<file path="config.mk">
export PLATFORM = sky130hd
export DESIGN_NAME = common_control_status_regs
export DESIGN_NICKNAME = d
export VERILOG_FILES = /design/src/inc/ccs_pkg.sv /design/src/hdl/common_control_status_regs.sv
export VERILOG_INCLUDE_DIRS = /design/src /design/src/inc
export SDC_FILE = /design/constraint.sdc
export NUM_CORES = 1
export LEC_CHECK = 0
export ABC_AREA = 0
export ABC_CLOCK_PERIOD_IN_PS = 3700
export BUFFER_PORTS_ARGS = -buffer_cell sky130_fd_sc_hd__buf_2
export CORE_MARGIN = 2
export CORE_UTILIZATION = 30
export DETAILED_ROUTE_END_ITERATION = 12
export SYNTH_ARGS = -nofsm -noshare
export SYNTH_HDL_FRONTEND = slang
export SYNTH_SLANG_ARGS = --single-unit
</file>
<file path="constraint.sdc">
create_clock -name clk -period 3.7 [get_ports clk]
set_clock_uncertainty 0.15 [all_clocks]
set_input_delay 0.185 -clock clk [delete_from_list [all_inputs] [get_ports clk]]
set_output_delay 0.185 -clock clk [all_outputs]
set_load 0.03 [all_outputs]
</file>
<file path="src/inc/ccs_defs.svh">
// Offsets, field positions, reset values and codes of the shared control group.
// Assumes inclusion by the register-bank module only; the package does not include it.
`ifndef CCS_DEFS_SVH
`define CCS_DEFS_SVH
// =====================================================================
// Register offsets
`define OFS_SHARED_CONFIG   8'h1f
`define OFS_GLOBAL_CMD      8'h20
`define OFS_CHANNEL_ACTION  8'h21
`define OFS_CONDITION_FLAGS 8'h22
`define OFS_COMPARATOR      8'h23
// =====================================================================
// Reset values
`define RST_SHARED_CONFIG   16'h0fff
`define RST_COMPARATOR      16'h000c
// =====================================================================
// Shared configuration fields
`define CFG_HOLD_BIT        15
`define CFG_GUARD_BIT       14
`define CFG_ROW_BIT         13
`define CFG_REF_BIT         12
`define CFG_CH1_SLEEP_HI    11
`define CFG_CH1_SLEEP_LO    10
`define CFG_CH0_SLEEP_HI    8
`define CFG_CH0_SLEEP_LO    7
`define CFG_CH2_SLEEP_HI    2
`define CFG_CH2_SLEEP_LO    1
// =====================================================================
// Global command fields
`define CMD_PASS_HI         15
`define CMD_PASS_LO         12
`define CMD_RESET_HI        11
`define CMD_RESET_LO        8
`define CMD_SYNC_BIT        7
`define CMD_ZERO_BIT        6
`define CMD_DUMP_BIT        4
`define CMD_PROT_BIT        3
`define CMD_FETCH_BIT       2
`define CMD_PERSIST_BIT     1
`define CMD_RESTORE_BIT     0
`define GUARD_PASSWORD      4'h5
`define RESET_KEY           4'ha
// =====================================================================
// Channel action fields (channel order 0,1,2)
`define ACT_HOLD_CLEAR_BIT  3
`define ACT_WAVE_MASK       16'h1011
// =====================================================================
// Status field positions
`define ST_FACTORY_BIT      15
`define ST_USER_BIT         14
`define ST_CONV_BIT         13
`define ST_CH1_BUSY_BIT     12
`define ST_CH0_BUSY_BIT     11
`define ST_CH2_BUSY_BIT     9
`define ST_PERSIST_BIT      8
`define CMP_PROT_BIT        8
`define CMP_WIN_BIT         7
`define CMP_RAW_BIT         3
`endif

</file>
<file path="src/inc/ccs_pkg.sv">
// Types shared by the control group and its surroundings.
// Assumes the defs header sits beside it on the include path.
package ccs_pkg;
  // ===================================================================
  // Register access request from the serial front end.
  typedef struct packed {
    logic        wr;      // One-cycle write strobe.
    logic        rd;      // One-cycle read strobe.
    logic        via_i2c; // Access arrived over the two-wire port.
    logic [7:0]  addr;    // Register offset.
    logic [15:0] wdata;   // Write data.
  } reg_req_s;

  // One-cycle action launches toward the channels and memory.
  typedef struct packed {
    logic       por;       // Full power-on-style reset.
    logic       sync_load; // Load every sync-configured channel.
    logic       zeroing;   // Force data to zero or mid code.
    logic       dump;      // Fault-dump sequence into memory.
    logic       protect;   // Protective shutdown.
    logic       fetch;     // Read one dump row.
    logic       persist;   // Program register settings.
    logic       restore;   // Reload register map.
    logic [2:0] low_limit; // Margin-low per channel 0,1,2.
    logic [2:0] high_limit;// Margin-high per channel 0,1,2.
  } launch_s;

  // Status levels reported by the surrounding device.
  typedef struct packed {
    logic       factory_load_error; // Factory load check failed.
    logic       user_load_error;    // User load check failed.
    logic       conv_start;         // Conversion triggered, one cycle.
    logic       conv_done;          // Conversion result valid, one cycle.
    logic [2:0] busy;               // Channel busy 0,1,2.
    logic       persist_occupied;   // Memory unable to accept work.
    logic       protect_active;     // Protect in progress.
  } status_in_s;
endpackage : ccs_pkg

</file>
<file path="src/hdl/common_control_status_regs.sv">
// Shared control, command and status register group of a three-channel front end.
// Assumes a serial front end on clk issuing one-cycle read and write strobes.
// Operation
// - Config bit 15 picks latching or transparent window comparator output.
// - Lock bit blocks writes; unlock needs password 0101, then lock written 0.
// - Fetch bit reads one dump row chosen by bit 13, then self-clears.
// - Channel 1 and 0 sleep fields: up, 10k, 100k, high-Z; reset 3.
// - Channel 2 sleep field 00 powers up; others pull down 1.2k.
// - Reset field written 1010 fires full reset and self-clears.
// - Sync load bit updates sync-configured channels, then self-clears.
// - Zeroing bit forces data to zero or mid code, then self-clears.
// - Dump bit launches fault dump and self-clears; zero does nothing.
// - Protect bit starts protective shutdown and self-clears.
// - Protect flag reads 1 while active or done; clears on read.
// - Bit 1 programs memory, bit 0 reloads map; both self-clear.
// - Margin low and high bits launch margin commands, then self-clear.
// - Waveform bits start generation when 1, stop when 0.
// - Hold-clear bit clears the latched window result output, then self-clears.
// - Factory and user load error flags, cleared by software reset.
// - Conversion-valid flag resets 1, drops on trigger, rises when valid.
// - Busy flags read 1 while a channel rejects commands.
// - Memory busy flag reads 1 while memory cannot accept work.
// - Window result bit latched or transparent per hold select.
// - Comparator bit is synchronised raw output, reset 1.
// - While locked, password writes and two-wire reset-field writes still land.
`timescale 1ns/100ps
`include "ccs_defs.svh"
module common_control_status_regs #(
  parameter logic [5:0] PART_ID = 6'h2a, // Arbitrary value.
  parameter logic [1:0] REV_ID  = 2'h3   // Arbitrary value.
) (
  input  wire logic               clk,          // 10 MHz clock.
  input  wire logic               rst_n,        // Synchronous reset, low.
  input  wire ccs_pkg::reg_req_s  req,          // Register access request.
  output logic [15:0]             rdata,        // Read data, registered.
  input  wire ccs_pkg::status_in_s stat,        // Status from device, same clock.
  input  wire logic               win_cmp_raw,  // Window comparator pin level.
  input  wire logic               cmp_raw,      // Comparator pin level.
  output ccs_pkg::launch_s        launch,       // One-cycle action launches.
  output logic                    dump_row,     // Row address of a fetch.
  output logic                    int_ref_en,   // Internal reference enable.
  output logic [1:0]              ch0_sleep_load, // Channel 0 power-down load.
  output logic [1:0]              ch1_sleep_load, // Channel 1 power-down load.
  output logic [1:0]              ch2_sleep_load, // Channel 2 power-down load.
  output logic                    window_hold_select, // Latching window output.
  output logic                    map_write_guard,    // Map locked.
  output logic [2:0]              waveform_run,   // Waveform run 0,1,2.
  output logic                    ch1_window_result   // Reported window result.
);
  import ccs_pkg::*;

  // ===================================================================
  // State
  logic [15:0] cfg_q, cfg_d;
  logic [3:0]  pass_q, pass_d;
  logic [2:0]  wave_q, wave_d;
  launch_s     launch_q, launch_d;
  logic        factory_q, factory_d, user_q, user_d;
  logic        conv_q, conv_d, prot_q, prot_d;
  logic        win_q, win_d, cmp_q, cmp_d;
  logic [1:0]  win_sync_q, cmp_sync_q;
  logic [15:0] rdata_q, rdata_d;
  logic        wr_cfg, wr_cmd, wr_act, rd_cmp, locked, win_s, cmp_s;

  // Two-stage synchronisers for the comparator pins.
  always_ff @(posedge clk) begin
    if (!rst_n) begin
      win_sync_q <= 2'h0;
      cmp_sync_q <= 2'h3;
    end else begin
      win_sync_q <= {win_sync_q[0], win_cmp_raw};
      cmp_sync_q <= {cmp_sync_q[0], cmp_raw};
    end
  end
  assign win_s = win_sync_q[1];
  assign cmp_s = cmp_sync_q[1];

  // Address decode and write gating by the map lock.
  assign locked = cfg_q[`CFG_GUARD_BIT];
  assign wr_cfg = req.wr && (req.addr == `OFS_SHARED_CONFIG);
  assign wr_cmd = req.wr && (req.addr == `OFS_GLOBAL_CMD);
  assign wr_act = req.wr && (req.addr == `OFS_CHANNEL_ACTION) && !locked;
  assign rd_cmp = req.rd && (req.addr == `OFS_COMPARATOR);

  // ===================================================================
  // Configuration, password, waveform run and command launches.
  always_comb begin
    cfg_d    = cfg_q;
    pass_d   = pass_q;
    wave_d   = wave_q;
    launch_d = '0; // Every launch lasts one cycle.
    if (wr_cfg) begin
      if (!locked) begin
        cfg_d = req.wdata;
      end else if (pass_q == `GUARD_PASSWORD && !req.wdata[`CFG_GUARD_BIT]) begin
        cfg_d[`CFG_GUARD_BIT] = 1'b0; // Unlock only after password.
        pass_d = 4'h0;
      end
    end
    if (wr_cmd) begin
      pass_d = req.wdata[`CMD_PASS_HI:`CMD_PASS_LO]; // Accepted when locked.
      if (req.wdata[`CMD_RESET_HI:`CMD_RESET_LO] == `RESET_KEY
          && (!locked || req.via_i2c)) begin
        launch_d.por = 1'b1;
      end
      if (!locked) begin
        launch_d.sync_load = req.wdata[`CMD_SYNC_BIT];
        launch_d.zeroing   = req.wdata[`CMD_ZERO_BIT];
        launch_d.dump      = req.wdata[`CMD_DUMP_BIT];
        launch_d.protect   = req.wdata[`CMD_PROT_BIT];
        launch_d.fetch     = req.wdata[`CMD_FETCH_BIT];
        launch_d.persist   = req.wdata[`CMD_PERSIST_BIT];
        launch_d.restore   = req.wdata[`CMD_RESTORE_BIT];
      end
    end
    if (wr_act) begin
      launch_d.low_limit  = {req.wdata[14], req.wdata[2], req.wdata[6]};
      launch_d.high_limit = {req.wdata[13], req.wdata[1], req.wdata[5]};
      wave_d = {req.wdata[12], req.wdata[0], req.wdata[4]};
    end
    if (launch_q.por) begin
      cfg_d  = `RST_SHARED_CONFIG;
      pass_d = 4'h0;
      wave_d = 3'h0;
    end
  end

  always_ff @(posedge clk) begin
    if (!rst_n) begin
      cfg_q    <= `RST_SHARED_CONFIG;
      pass_q   <= 4'h0;
      wave_q   <= 3'h0;
      launch_q <= '0;
    end else begin
      cfg_q    <= cfg_d;
      pass_q   <= pass_d;
      wave_q   <= wave_d;
      launch_q <= launch_d;
    end
  end

  // ===================================================================
  // Status flags; a setting event wins over a clear in the same cycle, except conversion-valid and window result, where the clear wins.
  always_comb begin
    factory_d = factory_q | stat.factory_load_error;
    user_d    = user_q | stat.user_load_error;
    if (launch_q.por) begin
      factory_d = stat.factory_load_error;
      user_d    = stat.user_load_error;
    end
    conv_d = conv_q;
    if (stat.conv_start) begin
      conv_d = 1'b0;
    end else if (stat.conv_done) begin
      conv_d = 1'b1;
    end
    prot_d = (rd_cmp ? 1'b0 : prot_q) | stat.protect_active | launch_q.protect;
    if (!cfg_q[`CFG_HOLD_BIT]) begin
      win_d = win_s; // Transparent.
    end else begin
      win_d = win_q | win_s; // Held until cleared.
    end
    if (wr_act && req.wdata[`ACT_HOLD_CLEAR_BIT]) begin
      win_d = 1'b0;
    end
    cmp_d = cmp_s;
  end

  always_ff @(posedge clk) begin
    if (!rst_n) begin
      factory_q <= 1'b0;
      user_q    <= 1'b0;
      conv_q    <= 1'b1;
      prot_q    <= 1'b0;
      win_q     <= 1'b0;
      cmp_q     <= 1'b1;
    end else begin
      factory_q <= factory_d;
      user_q    <= user_d;
      conv_q    <= conv_d;
      prot_q    <= prot_d;
      win_q     <= win_d;
      cmp_q     <= cmp_d;
    end
  end

  // ===================================================================
  // Read data; command bits always read back 0 since they self-clear.
  always_comb begin
    rdata_d = 16'h0000;
    if (req.rd) begin
      unique case (req.addr)
        `OFS_SHARED_CONFIG: rdata_d = cfg_q;
        `OFS_GLOBAL_CMD: rdata_d = {pass_q, 12'h000};
        `OFS_CHANNEL_ACTION: rdata_d = {3'h0, wave_q[2], 7'h00, wave_q[0], 3'h0, wave_q[1]};
        `OFS_CONDITION_FLAGS: rdata_d = {factory_q, user_q, conv_q, stat.busy[1],
                                         stat.busy[0], 1'b0, stat.busy[2],
                                         stat.persist_occupied, PART_ID, REV_ID};
        `OFS_COMPARATOR: rdata_d = {7'h00, prot_q, win_q, 3'h0, cmp_q, 3'h4};
        default: rdata_d = 16'h0000;
      endcase
    end
  end

  always_ff @(posedge clk) begin
    if (!rst_n) begin
      rdata_q <= 16'h0000;
    end else begin
      rdata_q <= rdata_d;
    end
  end

  // Output mapping.
  assign rdata              = rdata_q;
  assign launch             = launch_q;
  assign dump_row           = cfg_q[`CFG_ROW_BIT];
  assign int_ref_en         = cfg_q[`CFG_REF_BIT];
  assign ch1_sleep_load     = cfg_q[`CFG_CH1_SLEEP_HI:`CFG_CH1_SLEEP_LO];
  assign ch0_sleep_load     = cfg_q[`CFG_CH0_SLEEP_HI:`CFG_CH0_SLEEP_LO];
  assign ch2_sleep_load     = cfg_q[`CFG_CH2_SLEEP_HI:`CFG_CH2_SLEEP_LO];
  assign window_hold_select = cfg_q[`CFG_HOLD_BIT];
  assign map_write_guard    = locked;
  assign waveform_run       = wave_q;
  assign ch1_window_result  = win_q;
endmodule : common_control_status_regs

</file>
# Word-level counts from Yosys, hierarchy flattened
# Index checks and enable logic that the tools add are counted.
# totals
ff_bits	63
latch_bits	0
ramBits	0
romBits	0
input_bits	40
elab_cells	75
memories	0
# classes
addsub	0
n_mul	0
n_div	0
order_cmp	0
eq_ne	7
shift	0
n_mux	14
bitwise_logic	8
n_reduce_logical	23
# op_table
operator	count
$pmux 16 s5	1
$eq 8x6->1 const B	4
$mux 4	4
$mux 1	9
$eq 8x5->1 const B	1
$logic_and 1x1->1	8
$reduce_and 2->1	4
$reduce_bool 2->1	4
$or 1x1->1	5
$eq 4x3->1 const B	1
$eq 4x4->1 const B	1
$reduce_or 2->1	2
$not 1->1	3
$reduce_and 3->1	1
$reduce_or 3->1	1
$logic_not 1->1	2
$logic_or 1x1->1	1

# Logic depth before layout (Yosys ltp)
# Gate-level depths: netlist of the first run.
# depth
word_depth	6
depth_mapped	5
depth_no_buf	4

# Worst setup path before layout of the first run
# No wires, ideal clock.
# synth_path
kind	register to register
from	register cfg_q[14]
to	register cfg_q[0]
arrival_time_ps	1445
t_required_ps	3421
slack_ps	1976
stages_incl_launch_ff	5
path_cell_list	dfxtp_1 nor4_4 buf_6 mux2i_1 nand2_1
# synth_via
elab_chain_cells	2
# synth_lines
element	line	rtl
start: declaration	common_control_status_regs.sv:54	logic [15:0] cfg_q, cfg_d;
start signal: assignment	common_control_status_regs.sv:130	cfg_q <= `RST_SHARED_CONFIG;
start signal: assignment	common_control_status_regs.sv:135	cfg_q <= cfg_d;
$not 1->1 (no line)	--	
$reduce_and 2->1 (no line)	--	
# Every way passes these cells.
# A chain may end at the register's enable or synchronous reset.

# Final worst setup path of the first run
# layout_path
from	input req[22] (netlist name)
to	register rdata_q[9], in the netlist rdata[9]
# layout_via
elab_chain_cells	2
word_cells_on_any_way	6
cone_classes	eq/ne: 5; mux: 1
# layout_lines
element	line	rtl
start: declaration	common_control_status_regs.sv:34	input wire ccs_pkg::reg_req_s req,
$eq 8x6->1 or $eq 8x5->1 (tied branches)	common_control_status_regs.sv:192	unique case (req.addr)
$pmux 16 s5 *	common_control_status_regs.sv:192	
end signal: assignment	common_control_status_regs.sv:209	rdata_q <= rdata_d;
end: declaration	common_control_status_regs.sv:62	logic [15:0] rdata_q, rdata_d;
# Every way passes the cells marked *; elsewhere a longest branch is shown, timed or not.

==> out/qor.txt, run 1 <==
Fill cells -> 717
Vias per Instance -> 4.59
Clk pwr share -> 42.7%
Vias in the first global route -> 1948
Worst-path clk slew -> 70 ps
GR Overflow Total -> 0
Total track usage -> 15.5%
Commonest non-fill, non-tap cells in the layout -> 83 x buf_2, 63 x dfxtp_1, 27 x nand2_1, 27 x dlygate4sd3_1
Routed WL -> 6310 um
Syn nets -> 269
Clock root buffer master -> clkbuf_8
DR WL/cell -> 14.3 um
Fin nets -> 379
Slew HR -> 28.6%
Synth area leader -> dfxtp_1
Fin crit share -> 47.2%
Synth warnings -> 0
Max-cap viol count -> 0
Final instance area -> 3240 um2
First-pass GRT wire length -> 9990 um
Total CTS buffers -> 9
Row count -> 31
Antenna-violating nets left -> 0
Hold_ws -> 25.9 ps
Combinational share of power -> 6.0%
Routability Congestion -> 0.807
Post-DP HPWL -> 4570 um
IO Port Bufs -> 83
Commonest non-fill, non-tap cell in the layout -> buf_2
Ports -> 84
Hold Crit Start -> rst_n
Diodes inserted -> 0
Register area -> 1260 um2
Setup-failing EPs final -> 0
Count of cell types in the netlist -> 39
HP Class -> input port to flop
Die W -> 91.6 um
Multi-input logic area -> 928 um2
CTS tree -> built
Sequential fraction of design power -> 51.3%
Top-area cell type share of the netlist area -> 54.8%
Leak Pwr -> 1.38 nW
Max FO, Critical Path -> 17
Initial DRT Pass Iterations -> 4
Element type at the critical path start -> input port
Setup TNS -> 0 ps
Syn Area/Cell -> 10.1 um2
Die area -> 8390 um2
Largest net degree at the start of global routing -> 18
Hold Fails Final Rpt -> 0
Critical Path Start -> req[22]
Post-DP Area -> 2780 um2
Slew @ Worst Pin -> 1070 ps
Switch Pwr -> 0.000295 W
Clk sink count -> 63
Fin util -> 44.2%
Worst Path Arrival -> 1770 ps
Initial Util -> 31.4%
Register area share after synthesis -> 54.8%
Post-synthesis cell area -> 2300 um2
Crit path kind -> input port to flop
RSZ-0062 raised after global routing -> false
Deepest clock path buffer count -> 2
Critical Path RT -> 3720 ps
Area contributors post-synth -> dfxtp_1 55%, mux2i_1 6.5%, and2_1 4.9%
Layout cell share with drive strength beyond 1 -> 31.1%
Tmin final -> 1750 ps
Max Freq -> 572 MHz
DRC violations left -> 0
Initial DRC count -> 71
Core area -> 7330 um2
Die Ht -> 91.6 um
Switching part of the total power -> 22.0%
Pint -> 0.00104 W
Post-CTS Resized -> 0
Syn-to-layout area delta -> 40.9%
Worst-Skew Late Latency -> 330 ps
Number of cells produced by synthesis -> 229
Crit end category -> flop
FF-to-FF Start -> cfg_q[14]$_SDFFE_PP0P_
Initial antenna violation count -> 0
Cell area power density -> 413 nW/um2
Worst vdd ir -> 0.000169 V
Vias -> 2035
Status -> completed
Pins Over Slew Limit -> 0
H-tree depth -> 3
Synth Register Bits -> 63
-- state kept, by name (all words and copies together) (netlist names), 2 cells and up --
| signal | cells |
|---|---|
| rdata | 16 |
| cmp_sync_q | 2 |
| pass_q | 4 |
| win_sync_q | 2 |
| waveform_run | 3 |
| launch | 14 |
| cfg_q | 16 |
-- critical path, stage by stage --
cell and delay [ps]:
buf_2 110, nand4bb_1 240, nor2_2 50, buf_4 190
o211ai_1 870, nor2_1 120
-- layer usage --
layer | GRT usage, % | part of all wire (%)
met1 | 19.2 | 46
met2 | 24.9 | 47
met3 | 4.81 | 5.7
met4 | 6.57 | 1.2
met5 | 0 | 0
-- through the flow --
| step | setup slack, ps | std cells | total power (W) |
|---|---|---|---|
| after CTS | 1940 | 443 | 0.00135 |
| after global placement | 1640 | 400 | 0.000760 |
| final | 1950 | 443 | 0.00134 |
| after global routing | 1830 | 443 | 0.00139 |
| after detailed placement | 1610 | 400 | 0.000761 |
| after floorplan | 1980 | 229 | 0.000723 |
-- Yosys cell counts --
library cell,count
a2111oi_0,1
a21oi_1,18
a221oi_1,1
a22oi_1,8
a311oi_1,1
a31o_1,2
a31o_2,1
a31oi_1,1
a32oi_1,1
a41oi_1,1
and2_1,18
and3_1,5
and4_1,3
buf_2,3
buf_4,6
buf_6,1
clkbuf_1,4
dfxtp_1,63
inv_1,7
mux2_2,1
mux2i_1,15
nand2_1,27
nand2b_1,3
nand3_1,6
nand4b_4,1
nand4bb_1,1
nor2_1,14
nor2_2,1
nor2b_1,2
nor3_1,2
nor4_1,1
nor4_4,1
nor4b_1,1
nor4b_2,1
nor4bb_1,1
o211ai_1,1
o21ai_0,3
o31a_1,1
or4bb_1,1
-- kinds of logic (layout without fill, tap and decap cells) --
| logic type | after synthesis | in the layout | synth area share, % |
|---|---|---|---|
| AOI/OAI and AO/OA | 40 | 40 | 11.2 |
| buffers and inverters | 21 | 136 | 4.89 |
| DFF | 63 | 63 | 54.8 |
| muxes | 16 | 16 | 7.01 |
| and+or+nand+nor | 89 | 89 | 22.1 |
-- worst paths after layout --
kind / endpoint / slack, ps / cells after the start
hold reg to reg: cmp_q$_SDFF_PN1_ / 260 / 1
hold / removal: cmp_sync_q[1]$_SDFF_PN1_ / 30 / 2
setup reg to reg: launch[5]$_SDFF_PN0_ / 2020 / 3
setup / recovery: rdata[9]$_SDFF_PN0_ / 1950 / 6
-- area by class of cell --
class                   count  area share [%]
inverters                   7           0.810
flip-flops and latches     63            38.9
clock inverters             2           0.386
clock buffers              14            5.63
multi-input cells         145            28.6
repair buffers            113            21.8
well taps                  99            3.82
-- power groups by stage --
stage,Combinational [W],Clock [W],Sequential (W)
2_1_floorplan,0.0000209,0,0.000702
3_3_place_gp,0.0000579,0,0.000702
3_5_place_dp,0.0000591,0,0.000702
4_1_cts,0.0000811,0.000580,0.000687
5_1_grt,0.0000892,0.000615,0.000687
6_report,0.0000804,0.000571,0.000687
-- repair_timing --
| item | CTS | global route |
|---|---|---|
| endpoints found under the hold margin | 44 | 0 |
| setup buffers | 0 | 0 |
| hold buffers | 27 | 0 |
Power figures use the tool's default switching activity.
==> run 2: changes to the inputs <==
Settings changed: ABC_AREA 0 to 1, ABC_CLOCK_PERIOD_IN_PS 3700 to 1780.
Clock period 3.7 ns to 1.78 ns, I/O delays scaled along.
==> run 2 against run 1 <==
Compared with the run above: first-iteration DRC count increased by 51%; sequential cell count unchanged; total power grew 120%; global-route usage decreased by 0.091 points; synthesized cell count is 30% higher; critical path type unchanged; largest power group unchanged.
==> out/qor.txt, run 2 <==
Slowest CP cell -> dlygate4sd3_1
Dominant synthesized flop cell -> dfxtp_1
Crit end category -> flop
Die Ht -> 96.0 um (+4.8%)
Vias in the first global route -> 2218 (+14%)
GR Overflow Total -> 0 (unchanged)
Most common cell in the netlist -> dfxtp_1
Asr flop ratio synth -> 0% (unchanged)
Synth area leader -> dfxtp_1
Setup-failing EPs final -> 0 (unchanged)
Max-cap viol count -> 0 (unchanged)
Commonest non-fill, non-tap cells in the layout -> 83 x buf_2, 63 x dfxtp_1, 57 x nand2_1, 35 x inv_1
Crit-path cells -> dlygate4sd3_1 > buf_2 > nand2_1 > inv_2 > nand2_4 > nor2_8 > buf_4 > nand3_1 > nand3_1 > a21oi_1
Initial DRC count -> 107 (+51%)
Layout cell share with drive strength beyond 1 -> 33.9% (+2.8 points)
Synth Register Bits -> 63 (unchanged)
Area contributors post-synth -> dfxtp_1 50%, nand2_1 8.4%, nand3_1 6.7%
Critical Path RT -> 1850 ps (-1870 ps)
Clk sink count -> 63 (unchanged)
Slew @ Worst Pin -> 337 ps (-730 ps)
Ports -> 84 (unchanged)
Fill cells -> 855 (+19%)
Commonest non-fill, non-tap cell in the layout -> buf_2
Synth warnings -> 0 (unchanged)
Max FO, Critical Path -> 11 (-6)
Fin nets -> 457 (+21%)
Initial DRT Pass Iterations -> 4 (unchanged)
Register area share after synthesis -> 49.7% (-5.1 points)
Setup Slack @ Placement -> 296 ps (-1320 ps)
Leak Pwr -> 1.76 nW (+28%)
Status -> completed
Die area -> 9210 um2 (+9.8%)
Hold Fails Final Rpt -> 0 (unchanged)
Worst Path Arrival -> 1730 ps (-40 ps)
Slew HR -> 77.5% (+49 points)
Total track usage -> 15.5% (-0.091 points)
Diodes inserted -> 0 (unchanged)
Initial antenna violation count -> 0 (unchanged)
Crit path kind -> input port to flop
Vias per Instance -> 4.41 (-4.0%)
DRC violations left -> 0 (unchanged)
Count of cell types in the netlist -> 28 (-28%)
RSZ-0062 raised after global routing -> true
Die W -> 96.0 um (+4.8%)
Routability Congestion -> 0.820 (+1.6%)
Initial Util -> 30.9% (-0.52 points)
Syn Area/Cell -> 8.51 um2 (-15%)
Final Worst Setup Slack -> 121 ps (-1830 ps)
Peak per-stage delay on the critical path -> 520 ps (-350 ps)
DR WL/cell -> 13.0 um (-9.1%)
HP Class -> input port to flop
Syn nets -> 338 (+26%)
CP most frequent cell -> nand3_1
Deepest clock path buffer count -> 2 (unchanged)
Top-area cell type share of the netlist area -> 49.7% (-5.1 points)
First-pass GRT wire length -> 10500 um (+5.5%)
Worst vdd ir -> 0.000366 V (+120%)
Post-DP HPWL -> 4960 um (+8.5%)
Antenna-violating nets left -> 0 (unchanged)
Cell area power density -> 824 nW/um2 (+100%)
Tmin final -> 1660 ps
Post-synthesis cell area -> 2540 um2 (+10%)
Overall power -> 0.00295 W (+120%)
Clock root buffer master -> clkbuf_8
Routed WL -> 6830 um (+8.1%)
H-tree depth -> 3 (unchanged)
Worst-Skew Late Latency -> 340 ps (about the same)
Element type at the critical path start -> input port
Pins Over Slew Limit -> 0 (unchanged)
Syn-to-layout area delta -> 40.8% (about the same)
CTS tree -> built
Core area -> 8220 um2 (+12%)
Total CTS buffers -> 9 (unchanged)
Fin crit share -> 93.2%
Vias -> 2324 (+14%)
Worst-path clk slew -> 70 ps (about the same)
Commonest cells post-synth -> 63 x dfxtp_1, 57 x nand2_1, 35 x inv_1
Largest net degree at the start of global routing -> 29 (+11)
IO Port Bufs -> 83 (unchanged)
Number of cells produced by synthesis -> 298 (+30%)
Row count -> 33 (+6.5%)
EDFF count, synth -> 0 (unchanged)
Max Freq -> 603 MHz
## run 2: path summary, 6_finish.rpt
path                                               start                  endpoint  slack (ps)  cells after the start
worst min register to register  win_sync_q[0]$_SDFF_PN0_  win_sync_q[1]$_SDFF_PN0_         270                      2
worst min-delay path                             req[19]       rdata[8]$_SDFF_PN0_          30                      6
worst max-delay path                             req[16]    pass_q[3]$_SDFFE_PP0P_         120                     10
worst max register to register    cfg_q[14]$_SDFFE_PP0P_    cfg_q[12]$_SDFFE_PP0P_         350                      4
## run 2: cells by family after synthesis
kind of cell	synth area share, %
flip-flops	49.7
AND/OR/NAND/NOR	26.9
AO/OA/AOI/OAI	13.6
buffers and inverters	9.81
## run 2: area by class of cell
class | count | area [um2] | share of cell area, %
Sequential cell | 63 | 1260 | 35.3
Clock buffer | 13 | 169 | 4.73
Clock inverter | 3 | 40.0 | 1.12
Timing Repair Buffer | 121 | 786 | 22.0
Multi-Input combinational cell | 183 | 1040 | 29.0
Inverter | 39 | 149 | 4.17
Tap cell | 105 | 131 | 3.68
## run 2: worst max-delay path, delay by kind of cell
family	cells	cell delay, ps
buf+inv	4	970
simple gates	5	590
compound gates	1	70
## run 2: metal layers
metal	vias to the layer above	track usage, %	wire length [um]
li1	1190	-	-
met1	1043	19.0	3050
met2	83	25.1	3180
met3	8	4.78	510
met4	0	6.31	78
met5	-	0	0
## run 2: power by group
part	total, W	switching (W)	internal [W]	leakage (nW)
registers	0.00143	0.00000665	0.00142	0.510
logic	0.000216	0.000110	0.000106	1.14
clock network	0.00130	0.000541	0.000757	0.109
total	0.00295	0.000658	0.00229	1.76
## run 2: what timing repair did
action | CTS | global route
setup buffers | 0 | 0
resized for setup | 0 | 1
hold buffers | 34 | 0
endpoints found under the hold margin | 50 | 0
setup endpoints to repair | 0 | 2
## run 2: stage by stage
stage | hold WS, ps | instances | area (um2) | utilization [%] | setup TNS (ps)
3_3_place_gp | 128 | 477 | 3010 | 36.7 | 0
4_1_cts | 17.8 | 527 | 3560 | 43.4 | 0
5_1_grt | 58.5 | 527 | 3570 | 43.5 | -6.78
6_report | 29.1 | 527 | 3570 | 43.5 | 0
3_5_place_dp | 127 | 477 | 3010 | 36.7 | 0
2_1_floorplan | 36.6 | 298 | 2540 | - | 0
